[src/pkg/srt_pkg.sv]
// Shared constants and state types for the split reload timer.
// Assumes one system clock; all users import the whole package.

package srt_pkg;

  // ------------------------------------------------------------
  // Bus and register map
  // ------------------------------------------------------------
  localparam int unsigned SRT_ADDR_W = 8;
  localparam int unsigned SRT_DATA_W = 32;
  localparam logic [7:0]  OFS_CTRL   = 8'h00;
  localparam logic [7:0]  OFS_CKSEL  = 8'h04;
  localparam logic [7:0]  OFS_IEN    = 8'h08;
  localparam logic [7:0]  OFS_CNT_LO = 8'h0C;
  localparam logic [7:0]  OFS_CNT_HI = 8'h10;
  localparam logic [7:0]  OFS_RLD_LO = 8'h14;
  localparam logic [7:0]  OFS_RLD_HI = 8'h18;
  localparam logic [1:0]  RESP_OKAY   = 2'h0;
  localparam logic [1:0]  RESP_SLVERR = 2'h2;
  localparam logic [31:0] WORD_ZERO   = 32'h0000_0000;

  // ------------------------------------------------------------
  // Field positions
  // ------------------------------------------------------------
  localparam int unsigned CTL_HFLAG = 7;
  localparam int unsigned CTL_LFLAG = 6;
  localparam int unsigned CTL_LIEN  = 5;
  localparam int unsigned CTL_CAPEN = 4;
  localparam int unsigned CTL_SPLIT = 3;
  localparam int unsigned CTL_RUN   = 2;
  localparam int unsigned CTL_XCLK  = 0;
  localparam int unsigned CK_HSEL   = 5;
  localparam int unsigned CK_LSEL   = 4;
  localparam int unsigned IEN_TMR   = 5;

  // ------------------------------------------------------------
  // Counting constants
  // ------------------------------------------------------------
  localparam logic [7:0]  BYTE_MAX  = 8'hFF;
  localparam logic [7:0]  BYTE_ZERO = 8'h00;
  localparam logic [15:0] CNT_ONE   = 16'h0001;
  localparam int unsigned SYS_DIV   = 12;
  localparam int unsigned EXT_DIV   = 8;

  // ------------------------------------------------------------
  // State types
  // ------------------------------------------------------------
  typedef struct packed {
    logic high_overflow_flag;
    logic low_overflow_flag;
    logic low_byte_irq_enable;
    logic capture_enable;
    logic split_mode_select;
    logic run_control;
    logic external_clock_select;
  } srt_ctrl_s;

  typedef struct packed {
    logic high_half_clock_select;
    logic low_half_clock_select;
  } srt_cksel_s;

  typedef struct packed {
    logic div12;
    logic ext_rise;
    logic ext_fall;
  } srt_tick_s;

  typedef struct packed {
    logic [3:0] cnt;
    logic       tick;
  } srt_presc_s;

  typedef struct packed {
    logic       sync1;
    logic       sync2;
    logic       prev;
    logic [2:0] div;
    logic       rise;
    logic       fall;
  } srt_ext_s;

  typedef struct packed {
    srt_ctrl_s  ctrl;
    srt_cksel_s cksel;
    logic       timer_irq_enable;
    logic [7:0] count_low_byte;
    logic [7:0] count_high_byte;
    logic [7:0] reload_low_byte;
    logic [7:0] reload_high_byte;
    logic       irq;
    logic       aw_got;
    logic [7:0] aw_addr;
    logic       w_got;
    logic [7:0] w_data;
    logic       w_lane0;
    logic       bvalid;
    logic [1:0] bresp;
    logic       rvalid;
    logic [31:0] rdata;
    logic [1:0] rresp;
  } srt_state_s;

endpackage

[src/srt_presc.sv]
// System clock prescaler giving a one-cycle tick every DIV cycles.
// Assumes aclk is the system clock and ce freezes it.

`timescale 1ns/100ps

module srt_presc
  import srt_pkg::*;
#(
  parameter int unsigned DIV = SYS_DIV
)(
  input  wire logic aclk,
  input  wire logic aresetn,
  input  wire logic ce,
  output logic      tick
);

  srt_presc_s s_q;
  srt_presc_s s_d;

  always_comb
  begin
    s_d = s_q;
    if (ce)
    begin
      s_d.tick = (s_q.cnt == 4'(DIV - 1));
      s_d.cnt  = s_d.tick ? 4'h0 : 4'(s_q.cnt + 4'h1);
    end
  end

  always_ff @(posedge aclk)
  begin
    if (!aresetn)
      s_q <= '0;
    else
      s_q <= s_d;
  end

  assign tick = s_q.tick & ce;

endmodule // srt_presc

[src/srt_ext_div.sv]
// External oscillator: synchroniser, divide by 8, edge pulses.
// Assumes the oscillator is far slower than aclk.

`timescale 1ns/100ps

module srt_ext_div
  import srt_pkg::*;
(
  input  wire logic aclk,
  input  wire logic aresetn,
  input  wire logic ce,
  input  wire logic ext_osc,
  output logic      rise,
  output logic      fall
);

  srt_ext_s s_q;
  srt_ext_s s_d;

  always_comb
  begin
    s_d = s_q;
    if (ce)
    begin
      s_d.sync1 = ext_osc;
      s_d.sync2 = s_q.sync1;
      s_d.prev  = s_q.sync2;
      s_d.rise  = 1'b0;
      s_d.fall  = 1'b0;
      if (s_q.sync2 && !s_q.prev)
      begin
        s_d.div  = 3'(s_q.div + 3'h1);
        // Divided clock is div[2]: rises 3->4, falls 7->0
        s_d.rise = (s_q.div == 3'(EXT_DIV / 2 - 1));
        s_d.fall = (s_q.div == 3'(EXT_DIV - 1));
      end
    end
  end

  always_ff @(posedge aclk)
  begin
    if (!aresetn)
      s_q <= '0;
    else
      s_q <= s_d;
  end

  assign rise = s_q.rise & ce;
  assign fall = s_q.fall & ce;

endmodule // srt_ext_div

[src/srt_timer.sv]
// Split reload timer with external oscillator capture, AXI4-Lite slave.
// Assumes a single system clock aclk and an asynchronous oscillator pin.

`timescale 1ns/100ps

module srt_timer
  import srt_pkg::*;
#(
  parameter int unsigned ADDR_W = SRT_ADDR_W
)(
  input  wire logic              aclk,
  input  wire logic              aresetn,
  input  wire logic              ce,
  input  wire logic              ext_osc,
  output logic                   irq,
  input  wire logic [ADDR_W-1:0] s_axi_awaddr,
  input  wire logic [2:0]        s_axi_awprot,
  input  wire logic              s_axi_awvalid,
  output logic                   s_axi_awready,
  input  wire logic [31:0]       s_axi_wdata,
  input  wire logic [3:0]        s_axi_wstrb,
  input  wire logic              s_axi_wvalid,
  output logic                   s_axi_wready,
  output logic [1:0]             s_axi_bresp,
  output logic                   s_axi_bvalid,
  input  wire logic              s_axi_bready,
  input  wire logic [ADDR_W-1:0] s_axi_araddr,
  input  wire logic [2:0]        s_axi_arprot,
  input  wire logic              s_axi_arvalid,
  output logic                   s_axi_arready,
  output logic [31:0]            s_axi_rdata,
  output logic [1:0]             s_axi_rresp,
  output logic                   s_axi_rvalid,
  input  wire logic              s_axi_rready
);

  // ------------------------------------------------------------
  // Clock sources
  // ------------------------------------------------------------
  srt_tick_s  tk;
  srt_state_s s_q;
  srt_state_s s_d;

  srt_presc #(
    .DIV     (SYS_DIV)
  ) u_presc (
    .aclk    (aclk),
    .aresetn (aresetn),
    .ce      (ce),
    .tick    (tk.div12)
  );

  // Oscillator is resynchronised inside before any edge is taken
  srt_ext_div u_ext (
    .aclk    (aclk),
    .aresetn (aresetn),
    .ce      (ce),
    .ext_osc (ext_osc),
    .rise    (tk.ext_rise),
    .fall    (tk.ext_fall)
  );

  // ------------------------------------------------------------
  // Bus handshake
  // ------------------------------------------------------------
  logic aw_take;
  logic w_take;
  logic ar_take;
  logic wr_go;
  logic [7:0] wr_addr;
  logic [7:0] wr_byte;
  logic wr_lane0;

  assign s_axi_awready = ce & ~s_q.aw_got & ~s_q.bvalid;
  assign s_axi_wready  = ce & ~s_q.w_got & ~s_q.bvalid;
  assign s_axi_arready = ce & ~s_q.rvalid;
  assign aw_take       = s_axi_awvalid & s_axi_awready;
  assign w_take        = s_axi_wvalid & s_axi_wready;
  assign ar_take       = s_axi_arvalid & s_axi_arready;
  // Address and data may arrive in either order or together
  assign wr_go    = (s_q.aw_got | aw_take) & (s_q.w_got | w_take) & ~s_q.bvalid & ce;
  assign wr_addr  = s_q.aw_got ? s_q.aw_addr : 8'(s_axi_awaddr);
  assign wr_byte  = s_q.w_got ? s_q.w_data : s_axi_wdata[7:0];
  assign wr_lane0 = s_q.w_got ? s_q.w_lane0 : s_axi_wstrb[0];

  // ------------------------------------------------------------
  // Count clock selection
  // ------------------------------------------------------------
  logic tick_lo;
  logic tick_hi;
  logic tick_16;

  always_comb
  begin
    tick_lo = s_q.ctrl.external_clock_select ? tk.ext_rise : tk.div12;
    tick_hi = tick_lo;
    if (s_q.cksel.low_half_clock_select)
      tick_lo = 1'b1;
    if (s_q.cksel.high_half_clock_select)
      tick_hi = 1'b1;
    // Oscillator is the measured signal in capture mode, never the 16-bit count clock
    if (s_q.ctrl.capture_enable)
      tick_16 = s_q.cksel.low_half_clock_select | tk.div12;
    else
      tick_16 = tick_lo;
  end

  // ------------------------------------------------------------
  // Register read mux
  // ------------------------------------------------------------
  logic [31:0] rd_word;
  logic        rd_hit;
  logic [7:0]  rd_addr;

  assign rd_addr = 8'(s_axi_araddr);

  always_comb
  begin
    rd_word = WORD_ZERO;
    rd_hit  = 1'b1;
    case (rd_addr)
      OFS_CTRL:
      begin
        rd_word[CTL_HFLAG] = s_q.ctrl.high_overflow_flag;
        rd_word[CTL_LFLAG] = s_q.ctrl.low_overflow_flag;
        rd_word[CTL_LIEN]  = s_q.ctrl.low_byte_irq_enable;
        rd_word[CTL_CAPEN] = s_q.ctrl.capture_enable;
        rd_word[CTL_SPLIT] = s_q.ctrl.split_mode_select;
        rd_word[CTL_RUN]   = s_q.ctrl.run_control;
        rd_word[CTL_XCLK]  = s_q.ctrl.external_clock_select;
      end
      OFS_CKSEL:
      begin
        rd_word[CK_HSEL] = s_q.cksel.high_half_clock_select;
        rd_word[CK_LSEL] = s_q.cksel.low_half_clock_select;
      end
      OFS_IEN:
        rd_word[IEN_TMR] = s_q.timer_irq_enable;
      OFS_CNT_LO:
        rd_word[7:0] = s_q.count_low_byte;
      OFS_CNT_HI:
        rd_word[7:0] = s_q.count_high_byte;
      OFS_RLD_LO:
        rd_word[7:0] = s_q.reload_low_byte;
      OFS_RLD_HI:
        rd_word[7:0] = s_q.reload_high_byte;
      default:
        rd_hit = 1'b0;
    endcase
  end

  // ------------------------------------------------------------
  // Next state
  // ------------------------------------------------------------
  logic [15:0] cnt16;
  logic [15:0] cnt16_nx;
  logic        set_h;
  logic        set_l;

  assign cnt16    = {s_q.count_high_byte, s_q.count_low_byte};
  assign cnt16_nx = 16'(cnt16 + CNT_ONE);

  always_comb
  begin
    s_d   = s_q;
    set_h = 1'b0;
    set_l = 1'b0;
    if (ce)
    begin
      // Timer counting
      if (!s_q.ctrl.split_mode_select)
      begin
        if (s_q.ctrl.run_control && tick_16)
        begin
          {s_d.count_high_byte, s_d.count_low_byte} = cnt16_nx;
          if (s_q.count_low_byte == BYTE_MAX)
            set_l = 1'b1;
          if (cnt16 == {BYTE_MAX, BYTE_MAX})
          begin
            set_h = 1'b1;
            // Capture owns the reload pair, so the count simply wraps
            if (!s_q.ctrl.capture_enable)
            begin
              s_d.count_high_byte = s_q.reload_high_byte;
              s_d.count_low_byte  = s_q.reload_low_byte;
            end
          end
        end
      end
      else
      begin
        // Low byte ignores the run bit in split mode
        if (tick_lo)
        begin
          if (s_q.count_low_byte == BYTE_MAX)
          begin
            s_d.count_low_byte = s_q.reload_low_byte;
            set_l = 1'b1;
          end
          else
            s_d.count_low_byte = 8'(s_q.count_low_byte + 8'h01);
        end
        if (s_q.ctrl.run_control && tick_hi)
        begin
          if (s_q.count_high_byte == BYTE_MAX)
          begin
            s_d.count_high_byte = s_q.reload_high_byte;
            set_h = 1'b1;
          end
          else
            s_d.count_high_byte = 8'(s_q.count_high_byte + 8'h01);
        end
      end

      // Capture on the falling edge of oscillator/8; counting goes on
      if (s_q.ctrl.capture_enable && tk.ext_fall)
      begin
        s_d.reload_high_byte = s_q.count_high_byte;
        s_d.reload_low_byte  = s_q.count_low_byte;
        set_h = 1'b1;
      end

      // Write channel
      if (aw_take)
      begin
        s_d.aw_got  = 1'b1;
        s_d.aw_addr = 8'(s_axi_awaddr);
      end
      if (w_take)
      begin
        s_d.w_got   = 1'b1;
        s_d.w_data  = s_axi_wdata[7:0];
        s_d.w_lane0 = s_axi_wstrb[0];
      end
      if (wr_go)
      begin
        s_d.aw_got = 1'b0;
        s_d.w_got  = 1'b0;
        s_d.bvalid = 1'b1;
        s_d.bresp  = RESP_OKAY;
        case (wr_addr)
          OFS_CTRL:
            if (wr_lane0)
            begin
              s_d.ctrl.high_overflow_flag    = wr_byte[CTL_HFLAG];
              s_d.ctrl.low_overflow_flag     = wr_byte[CTL_LFLAG];
              s_d.ctrl.low_byte_irq_enable   = wr_byte[CTL_LIEN];
              s_d.ctrl.capture_enable        = wr_byte[CTL_CAPEN];
              s_d.ctrl.split_mode_select     = wr_byte[CTL_SPLIT];
              s_d.ctrl.run_control           = wr_byte[CTL_RUN];
              s_d.ctrl.external_clock_select = wr_byte[CTL_XCLK];
            end
          OFS_CKSEL:
            if (wr_lane0)
            begin
              s_d.cksel.high_half_clock_select = wr_byte[CK_HSEL];
              s_d.cksel.low_half_clock_select  = wr_byte[CK_LSEL];
            end
          OFS_IEN:
            if (wr_lane0)
              s_d.timer_irq_enable = wr_byte[IEN_TMR];
          // Software write beats a same-cycle count or capture
          OFS_CNT_LO:
            if (wr_lane0)
              s_d.count_low_byte = wr_byte;
          OFS_CNT_HI:
            if (wr_lane0)
              s_d.count_high_byte = wr_byte;
          OFS_RLD_LO:
            if (wr_lane0)
              s_d.reload_low_byte = wr_byte;
          OFS_RLD_HI:
            if (wr_lane0)
              s_d.reload_high_byte = wr_byte;
          default:
            s_d.bresp = RESP_SLVERR;
        endcase
      end
      if (s_q.bvalid && s_axi_bready)
        s_d.bvalid = 1'b0;

      // Hardware only sets flags, and a set beats a software clear
      if (set_h)
        s_d.ctrl.high_overflow_flag = 1'b1;
      if (set_l)
        s_d.ctrl.low_overflow_flag = 1'b1;

      // Read channel
      if (ar_take)
      begin
        s_d.rvalid = 1'b1;
        s_d.rdata  = rd_word;
        s_d.rresp  = rd_hit ? RESP_OKAY : RESP_SLVERR;
      end
      else if (s_q.rvalid && s_axi_rready)
        s_d.rvalid = 1'b0;

      // Interrupt from flags; low flag counts only with its enable
      s_d.irq = s_d.timer_irq_enable & (s_d.ctrl.high_overflow_flag
                | (s_d.ctrl.low_byte_irq_enable & s_d.ctrl.low_overflow_flag));
    end
  end

  // ------------------------------------------------------------
  // State register
  // ------------------------------------------------------------
  always_ff @(posedge aclk)
  begin
    if (!aresetn)
      s_q <= '0;
    else
      s_q <= s_d;
  end

  assign irq          = s_q.irq;
  assign s_axi_bvalid = s_q.bvalid;
  assign s_axi_bresp  = s_q.bresp;
  assign s_axi_rvalid = s_q.rvalid;
  assign s_axi_rdata  = s_q.rdata;
  assign s_axi_rresp  = s_q.rresp;

endmodule // srt_timer

[config.mk]
export PLATFORM = sky130hd
export DESIGN_NAME = srt_timer
export DESIGN_NICKNAME = d
export VERILOG_FILES = /design/src/pkg/srt_pkg.sv /design/src/srt_presc.sv /design/src/srt_ext_div.sv /design/src/srt_timer.sv
export SDC_FILE = /design/constraint.sdc
export NUM_CORES = 1
export LEC_CHECK = 0
export BUFFER_PORTS_ARGS = -buffer_cell sky130_fd_sc_hd__buf_2
export CORE_ASPECT_RATIO = 1.5
export CORE_UTILIZATION = 50
export CTS_CLUSTER_DIAMETER = 100
export CTS_CLUSTER_SIZE = 24
export DETAILED_ROUTE_END_ITERATION = 16
export PLACE_DENSITY_LB_ADDON = 0.1
export SYNTH_ARGS = -nofsm -noshare
export SYNTH_HDL_FRONTEND = slang
export SYNTH_SLANG_ARGS = --single-unit
[constraint.sdc]
create_clock -name aclk -period 2.1 [get_ports aclk]
set_input_delay 0 -clock aclk [delete_from_list [all_inputs] [get_ports aclk]]
set_output_delay 0 -clock aclk [all_outputs]
set_load 0.05 [all_outputs]
# ---- Yosys cells after proc, flatten, opt, wreduce, memory -nomap -nowiden
# Cells that the tools add are included.
dict set report op_classes {
  n_reduce_logical 26
  mux 67
  eq_ne 22
  n_bitwise 24
  addsub 5
}
# cell count
set ops {}
lappend ops {{8-bit 2-to-1 mux} 14}
lappend ops {{42-bit 2-to-1 mux} 2}
lappend ops {{16-bit 2-to-1 mux} 5}
lappend ops {{8-bit by 5-bit == test with 1-bit output, second input constant} 6}
lappend ops {{8-bit by 4-bit == test with 1-bit output, second input constant} 4}
lappend ops {{1-bit 2-to-1 mux} 29}
lappend ops {{2-bit one-hot mux with 5 select lines} 2}
lappend ops {{2-bit AND reduction} 9}
lappend ops {{16-bit by 1-bit adder with 16-bit output, second input constant} 1}
lappend ops {{8-bit by 1-bit adder with 8-bit output, second input constant} 2}
lappend ops {{1-bit bitwise AND} 16}
lappend ops {{16-bit == test, second input constant} 1}
lappend ops {{8-bit by 3-bit == test with 1-bit output, second input constant} 2}
lappend ops {{8-bit == test, second input constant} 2}
lappend ops {{8-bit zero test} 2}
lappend ops {{7-bit 2-to-1 mux} 2}
lappend ops {{7-bit OR reduction} 2}
lappend ops {{10-bit 2-to-1 mux} 1}
lappend ops {{2-bit 2-to-1 mux} 5}
lappend ops {{9-bit 2-to-1 mux} 1}
lappend ops {{2-bit by 1-bit != test with 1-bit output, second input constant} 4}
lappend ops {{4-bit AND reduction} 2}
lappend ops {{2-bit nonzero test} 4}
lappend ops {{1-bit one-hot mux with 7 select lines} 1}
lappend ops {{14 further kinds} 25}
dict set report totals {
  reg_bits 89
  out_inout_bits 42
  word_cells 177
  in_bits 67
}

# ---- Longest topological paths before layout
# Gate-level depths: netlist of run 1.
dict set report depth {
  depth_word 16
  ltp_mapped 8
  mapped_depth_nobuf 7
}

# ---- Modules after synthesis
# A second synthesis of run 1 with hierarchy kept.
dict set report hier_totals {
  cells_unflattened 772
  hier_area_um2 5821.8
}
# mod area_each_um2 cells_each n_inst seq_area_each_um2
set modules_own_cells {}
lappend modules_own_cells {srt_timer 5175.0 707 1 1481.4}
lappend modules_own_cells {srt_ext_div 389.1 37 1 160.2}
lappend modules_own_cells {srt_presc 257.7 28 1 100.1}

# ---- Worst setup path after synthesis of run 1
# No wires, ideal clock.
dict set report synth_timing {
  path_kind {register -> register}
  start {reg s_q, in the netlist s_axi_bvalid}
  end {reg s_q[41] (netlist bit)}
  setup_time_ps 70
  n_path_buf 1
  t_required_ps 2030
  path_slack_ps -128
  path_stages_with_launch 7
  period_less_slack_ps 2228
  arrival_time_ps 2158
  cell_sequence {dfxtp_1 > nand2b_1 > nor2_1 > and2_1 > clkbuf_1 > nand2_1 > a21oi_1}
}
dict set report synth_between {
  elab_chain_len 4
}
# element line_no
set synth_rtl {}
lappend synth_rtl {{start, declared} srt_timer.sv:41} ;# srt_state_s s_q;
lappend synth_rtl {{start signal, assigned} srt_timer.sv:310} ;# s_q <= '0;
lappend synth_rtl {{start signal, assigned} srt_timer.sv:312} ;# s_q <= s_d;
lappend synth_rtl {{1-bit NOT} srt_timer.sv:75} ;# assign s_axi_wready = ce & ~s_q.w_got & ~s_q.bvalid;
lappend synth_rtl {{1-bit bitwise AND} srt_timer.sv:75}
lappend synth_rtl {{via s_axi_wready} srt_timer.sv:23} ;# output logic s_axi_wready,
lappend synth_rtl {{1-bit bitwise AND} srt_timer.sv:78} ;# assign w_take = s_axi_wvalid & s_axi_wready;
lappend synth_rtl {{2-bit AND reduction (no line)} -}
# The timed path passes the listed nets, and every way through them passes these cells.
# A chain may end at the register's enable or synchronous reset.

# ---- Worst setup path after layout of run 1
dict set report layout_timing {
  start {reg s_q, in the netlist cnt16[1]}
  end {reg s_q, in the netlist cnt16[11]}
}
dict set report layout_between {
  elab_chain_len 9
  word_cells_on_any_way 10
  cone_classes {add/sub: 1; eq/ne: 1; mux: 8}
}
# element line_no
set layout_rtl {}
lappend layout_rtl {{16-bit by 1-bit adder with 16-bit output} srt_timer.sv:161} ;# assign cnt16_nx = 16'(cnt16 + CNT_ONE);
lappend layout_rtl {{16-bit 2-to-1 mux} srt_timer.sv:182} ;# if (!s_q.ctrl.capture_enable)
lappend layout_rtl {{16-bit 2-to-1 mux (*)} srt_timer.sv:178} ;# if (cnt16 == {BYTE_MAX, BYTE_MAX})
lappend layout_rtl {{16-bit 2-to-1 mux (*)} srt_timer.sv:173} ;# if (s_q.ctrl.run_control && tick_16)
lappend layout_rtl {{16-bit 2-to-1 mux (*)} srt_timer.sv:171} ;# if (!s_q.ctrl.split_mode_select)
lappend layout_rtl {{8-bit 2-to-1 mux} srt_timer.sv:267} ;# if (wr_lane0)
lappend layout_rtl {{8-bit 2-to-1 mux} srt_timer.sv:241} ;# case (wr_addr)
lappend layout_rtl {{42-bit 2-to-1 mux (*)} srt_timer.sv:235} ;# if (wr_go)
lappend layout_rtl {{42-bit 2-to-1 mux (*)} srt_timer.sv:168} ;# if (ce)
# Mark *: on every way between the ends. The rest lies on a longest branch, timed or not. The select of a mux whose other input is x is not followed.

==> results.ini, run 1 <==
[power]
powerDensity_nw_per_um2 = 595
vdd_ir_drop_max_v = 0.000468
p_leak_nw = 2.73
power_mw = 4.04

[sta]
timing.hold.ws_ps = 15.6
fin_crit_sh = 0.986
fin_skew_ps = 9.97
finalSetupViolCount = 0
fmax_mhz = 483
tns_ps = 0
min_period_ps = 2070
drv_slew = 0
max_slew_margin = 0.561
rsz0062_at_grt = yes
tightest_slew_ps = 658
final_hold_viol_count = 0

[flow_run]
cap_violations = 0

[floorplanning]
die_h_um = 129
fp.dieArea_um2 = 11200
ios = 109
row_count = 46
initial_utilization = 0.513
core_um2 = 10500
die_width_um = 86.9

[yosys]
synth_warnings = 0
synthTopCellsByArea = dfxtp_1 (32%), mux2i_1 (6.1%), nand2_1 (5.4%), buf_4 (5.3%), nor2_1 (4.7%)
avgSynthCellArea_um2 = 7.90
synth_edf_count = 0
synth_cells = 684
yosysMostFrequentCell = dfxtp_1
synth_area_um2 = 5400
synth_top_area_frac = 0.322
ys_ff_latch = 87
synth_common_cells = dfxtp_1 (87), nand2_1 (78), nor2_1 (68), a21oi_1 (49), buf_4 (38)
ys_types = 69
synth-main-ff-cell = dfxtp_1
synthArstFlopShare = 0
synth_area_leader_cell = dfxtp_1
ys_seq_area_frac = 0.322

[final_layout]
n_antenna_cell = 0
nFillCells = 950
syn2layout_area_growth_pct = 25.7
drive_gt1_frac = 0.256
seqCellArea_um2 = 1750
multiInputGateArea_um2 = 3370
fin_nets = 875

[setup_path]
cp.required_ps = 2360
r2r-end = cnt16[11]$_SDFFE_PN0P_
reg2regPathDepth = 8
crit_path_end_kind = flop
crit_fanout = 4
start_kind = flop
crit_arrival_ps = 2330
critical_path_class = flop to flop
r2r-start = cnt16[1]$_SDFFE_PN0P_
r2r_setup_slack_ps = 30

[placement]
gp_congestion = 0.970
hpwlAfterDp_um = 14000
io_buffers = 49

[global_route]
gr-usage-all-layers = 0.346
antenna_found_initial = 0
grt_start_max_net_pins = 36
grt_pass1_wl_um = 29100
grt-ovfl-total = 0
first_global_vias = 5546

[clocking]
path_clk_slew_ps = 70
cts_buffer_depth = 2
cts_tree = done
h-tree-depth = 3
numCtsBuffers = 9
worstSkewPairLatency_ps = 350
clock_sinks = 87
clockRootBuffer = clkbuf_16

[route]
vias = 5861
routed_wl_um = 19100
vias_per_cell = 6.17
drc_errors = 0
wl_per_cell_um = 20.1
drtIter0Drc = 635
ant_nets = 0
first_pass_iters = 5

[min_path]
whs_endpoint = s_axi_rresp[1]$_SDFFE_PN0P_
min_path_type = input pin to flop
hold_depth = 3
min_from = s_axi_araddr[2]

[outcome]
run_status = finished clean

==> power by group <==
group          total, mW  internal, mW  leakage (nW)  switching, mW
Clock               1.66         0.956         0.142          0.702
Combinational      0.650         0.205          1.88          0.444
Sequential          1.73          1.70         0.709         0.0359
Total               4.04          2.86          2.73           1.18
==> per-stage QoR <==
stage	setup slack [ps]	utilization	cells	area [um^2]
CTS	1.95	0.638	949	6720
finish	29.7	0.645	950	6790
global route	-50.5	0.645	950	6790
global placement	-102	0.586	914	6170
floorplan	18.2	-	709	5510
detailed placement	-148	0.586	914	6170
==> worst max-delay path, cell delays in order (launching register included) <==
cell and delay (ps):
dfxtp_2 360, ha_4 140, nand4b_1 120, or4_4 570, buf_6 150, mux2i_1 120, a21oi_1 140, o311ai_1 110
a221oi_1 270
==> how the worst max path moves through the flow <==
stage / from / endpoint / slack, ps
floorplan: cnt16[0]$_SDFFE_PN0P_ / cnt16[0]$_SDFFE_PN0P_ / 20
detailed placement: s_q[56]$_SDFFE_PN0P_ / irq$_SDFFE_PN0P_ / -150
finish: cnt16[1]$_SDFFE_PN0P_ / cnt16[11]$_SDFFE_PN0P_ / 30
CTS: s_q[56]$_SDFFE_PN0P_ / irq$_SDFFE_PN0P_ / 2
global placement: s_q[56]$_SDFFE_PN0P_ / cnt16[10]$_SDFFE_PN0P_ / -100
global route: s_q[56]$_SDFFE_PN0P_ / irq$_SDFFE_PN0P_ / -50
==> routing by layer <==
metal  wire length [um]  GRT usage
met5                  0          0
met4               1430      0.257
met3               1110     0.0611
met2               9310      0.593
met1               7250      0.378
==> logic make-up after synthesis <==
| kind of cell | count (synthesis) | share of synthesized area |
|---|---|---|
| AOI/OAI and AO/OA | 187 | 0.234 |
| buffers and inverters | 93 | 0.0928 |
| and+or+nand+nor | 257 | 0.232 |
| other | 1 | 0.000694 |
| adders and majority gates | 6 | 0.0139 |
| xor gates and xnor gates | 7 | 0.0113 |
| muxes | 46 | 0.0924 |
| DFF | 87 | 0.322 |
==> cell type report <==
class / instances / share of cell area
Inverter: 14 / 0.00774
Sequential cell: 87 / 0.258
Clock inverter: 4 / 0.00811
Timing Repair Buffer: 161 / 0.168
Clock buffer: 11 / 0.0357
Tap cell: 144 / 0.0265
Multi-Input combinational cell: 529 / 0.496
==> placed cells by master, fill, tap and decap left out, types with 8 or more instances in the layout <==
cell type / netlist / routed
buf_4: 38 / 91
a22o_1: 9 / 9
mux2_2: 11 / 11
dlygate4sd3_1: 0 / 20
nor3_1: 13 / 13
nand2_1: 78 / 77
a211oi_1: 25 / 25
a21oi_1: 49 / 49
nand3_1: 32 / 31
dfxtp_1: 87 / 81
conb_1: 1 / 26
nor2_1: 68 / 64
nand4_1: 8 / 8
nor2b_1: 14 / 14
buf_2: 8 / 49
clkbuf_16: 0 / 9
inv_1: 13 / 13
o21ai_0: 27 / 25
mux2i_1: 33 / 30
==> state kept, by name (all words and copies together), names as in the netlist <==
register      count
s_q              45
u_presc.s_q       5
s_axi_bresp       1
irq               1
s_axi_rvalid      1
s_axi_rresp       1
cnt16            16
s_axi_rdata       8
s_axi_bvalid      1
u_ext.s_q         8
==> repair_timing <==
item	in CTS	in global routing
hold endpoints to repair	20	0
hold buffers	20	0
buffers inserted	0	1
setup endpoints to repair	15	18
resized for setup	13	21
pin swaps	0	12
Power figures use the tool's default switching activity.
==> run 2: changes to the inputs <==
CORE_ASPECT_RATIO = 1.4   (was 1.5)
SLEW_MARGIN = 5   (was not set)
==> results.ini, run 2 (synthesis gave the netlist of run 1 again) <==
[route]
vias_per_cell = 5.99  ; -2.9%
vias = 5681  ; -3.1%
drtIter0Drc = 494  ; -22%
ant_nets = 0  ; unchanged
drc_errors = 0  ; unchanged
wl_per_cell_um = 19.5  ; -3.1%
routed_wl_um = 18500  ; -3.3%
first_pass_iters = 6  ; +1

[floorplanning]
core_um2 = 10500  ; -0.69%
row_count = 44  ; -4.3%
die_h_um = 125  ; -3.3%
die_width_um = 89.9  ; +3.4%
fp.dieArea_um2 = 11200  ; about the same
initial_utilization = 0.517  ; +0.00356
ios = 109  ; unchanged

[sta]
final_hold_viol_count = 0  ; unchanged
fin_crit_sh = 0.982  ; -0.00414
tightest_slew_ps = 609  ; -49.5 ps
fmax_mhz = 485  ; +0.42%
tns_ps = 0  ; unchanged
max_slew_margin = 0.591  ; +0.0302
drv_slew = 0  ; unchanged
timing.hold.ws_ps = 13.2  ; -2.35 ps
min_period_ps = 2060  ; -8.69 ps
worst_slack_ps = 38.3  ; +8.69 ps
finalSetupViolCount = 0  ; unchanged
fin_skew_ps = 10.3  ; +0.365 ps

[global_route]
first_global_vias = 5509  ; -0.67%
gr-usage-all-layers = 0.326  ; -0.0202
grt_start_max_net_pins = 41  ; +14%
grt_pass1_wl_um = 28700  ; -1.3%
grt-ovfl-total = 0  ; unchanged
antenna_found_initial = 0  ; unchanged

[placement]
io_buffers = 49  ; unchanged
gp_congestion = 1.04  ; +7.3%
dpl_worst_slack_ps = -226  ; -78.0 ps
hpwlAfterDp_um = 13700  ; -2.4%

[final_layout]
fin_nets = 878  ; +0.34%
syn2layout_area_growth_pct = 26.4
mostFrequentLayoutCells = buf_4 (92), dfxtp_1 (82), nand2_1 (78), nor2_1 (65), buf_2 (50)
utilization = 0.653  ; +0.00806
largest_register_ffs = 45  ; unchanged
mostFrequentLayoutCell = buf_4
nFillCells = 929  ; -2.2%
top_register = s_q
drive_gt1_frac = 0.257  ; +0.00121
n_antenna_cell = 0  ; unchanged

[setup_path]
crit_path_end_kind = flop
critical_path_class = flop to flop
cp.required_ps = 2340  ; -20 ps
max_stage_delay_ps = 360  ; -210 ps
crit_fanout = 4  ; unchanged
critPathMostFrequentCell = buf_4
start_kind = flop
path_cells = ha_2, nand4b_1, buf_4, nor4_4, buf_4, buf_4, o22ai_1, a221oi_1, o21ai_1
cpMaxStageDelayCell = dfxtp_1
crit_arrival_ps = 2300  ; -30 ps

[clocking]
h-tree-depth = 3  ; unchanged
worstSkewPairLatency_ps = 350  ; about the same
numCtsBuffers = 9  ; unchanged
cts_buffer_depth = 2  ; unchanged
clockRootBuffer = clkbuf_16
clock_sinks = 87  ; unchanged
path_clk_slew_ps = 70  ; about the same
cts_tree = done

[power]
vdd_ir_drop_max_v = 0.000493  ; +5.3%
powerDensity_nw_per_um2 = 579  ; -2.6%
p_leak_nw = 2.73  ; +0.12%
power_mw = 3.96  ; -2.1%

[outcome]
run_status = finished clean

[flow_run]
cap_violations = 0  ; unchanged

[min_path]
min_path_type = input pin to flop

-- run 2: where the power goes --
group          internal [mW]  switching (mW)  total (mW)
registers               1.69          0.0386        1.73
logic                  0.214           0.442       0.655
clock network          0.844           0.723        1.57
total                   2.75            1.20        3.96
-- run 2: repair_timing --
| action | 4_1_cts | 5_1_grt |
|---|---|---|
| hold buffers | 21 | 0 |
| buffers inserted | 1 | 7 |
| endpoints found under the setup margin | 15 | 15 |
| pin swaps | 0 | 9 |
| gates resized for setup | 12 | 21 |
| hold endpoints to repair | 21 | 0 |
-- run 2: critical path: cells and delay by family (launching register included) --
family                   cells  cell delay, ps
AO/OA/AOI/OAI                3             540
AND/OR/NAND/NOR              2             390
adder cells (fa/ha/maj)      1             210
flip-flops                   1             360
buffers and inverters        3             450
-- run 2: per-layer routing --
metal	vias up	part of all wire	GRT usage
met5	-	0	0
li1	2707	-	-
met2	280	0.50	0.576
met4	0	0.060	0.190
met1	2619	0.38	0.374
met3	75	0.062	0.0444
-- run 2: layout make-up --
cell class	instances	area, um^2	share of cell area
clock inverter	5	40.0	0.00586
multi-input combinational	529	3400	0.498
sequential	87	1750	0.256
inverter	14	52.6	0.00770
tap	138	173	0.0253
clock buffer	11	243	0.0355
timing repair buffer	164	1170	0.171
-- run 2: worst paths after layout --
| kind | start | end | depth (start not counted) | slack [ps] |
|---|---|---|---|---|
| setup / recovery | cnt16[1]$_SDFFE_PN0P_ | cnt16[3]$_SDFFE_PN0P_ | 9 | 40 |
| hold / removal | s_axi_araddr[2] | s_axi_rresp[1]$_SDFFE_PN0P_ | 3 | 10 |
| hold reg to reg | s_q[39]$_SDFFE_PN0P_ | s_q[39]$_SDFFE_PN0P_ | 2 | 460 |
| setup reg to reg | cnt16[1]$_SDFFE_PN0P_ | cnt16[3]$_SDFFE_PN0P_ | 9 | 40 |
-- run 2: stage by stage --
| stage | cells | instance area (um^2) |
|---|---|---|
| 2_1_floorplan | 709 | 5510 |
| 3_3_place_gp | 903 | 6140 |
| 3_5_place_dp | 903 | 6140 |
| 4_1_cts | 941 | 6680 |
| 5_1_grt | 948 | 6830 |
| 6_report | 948 | 6830 |
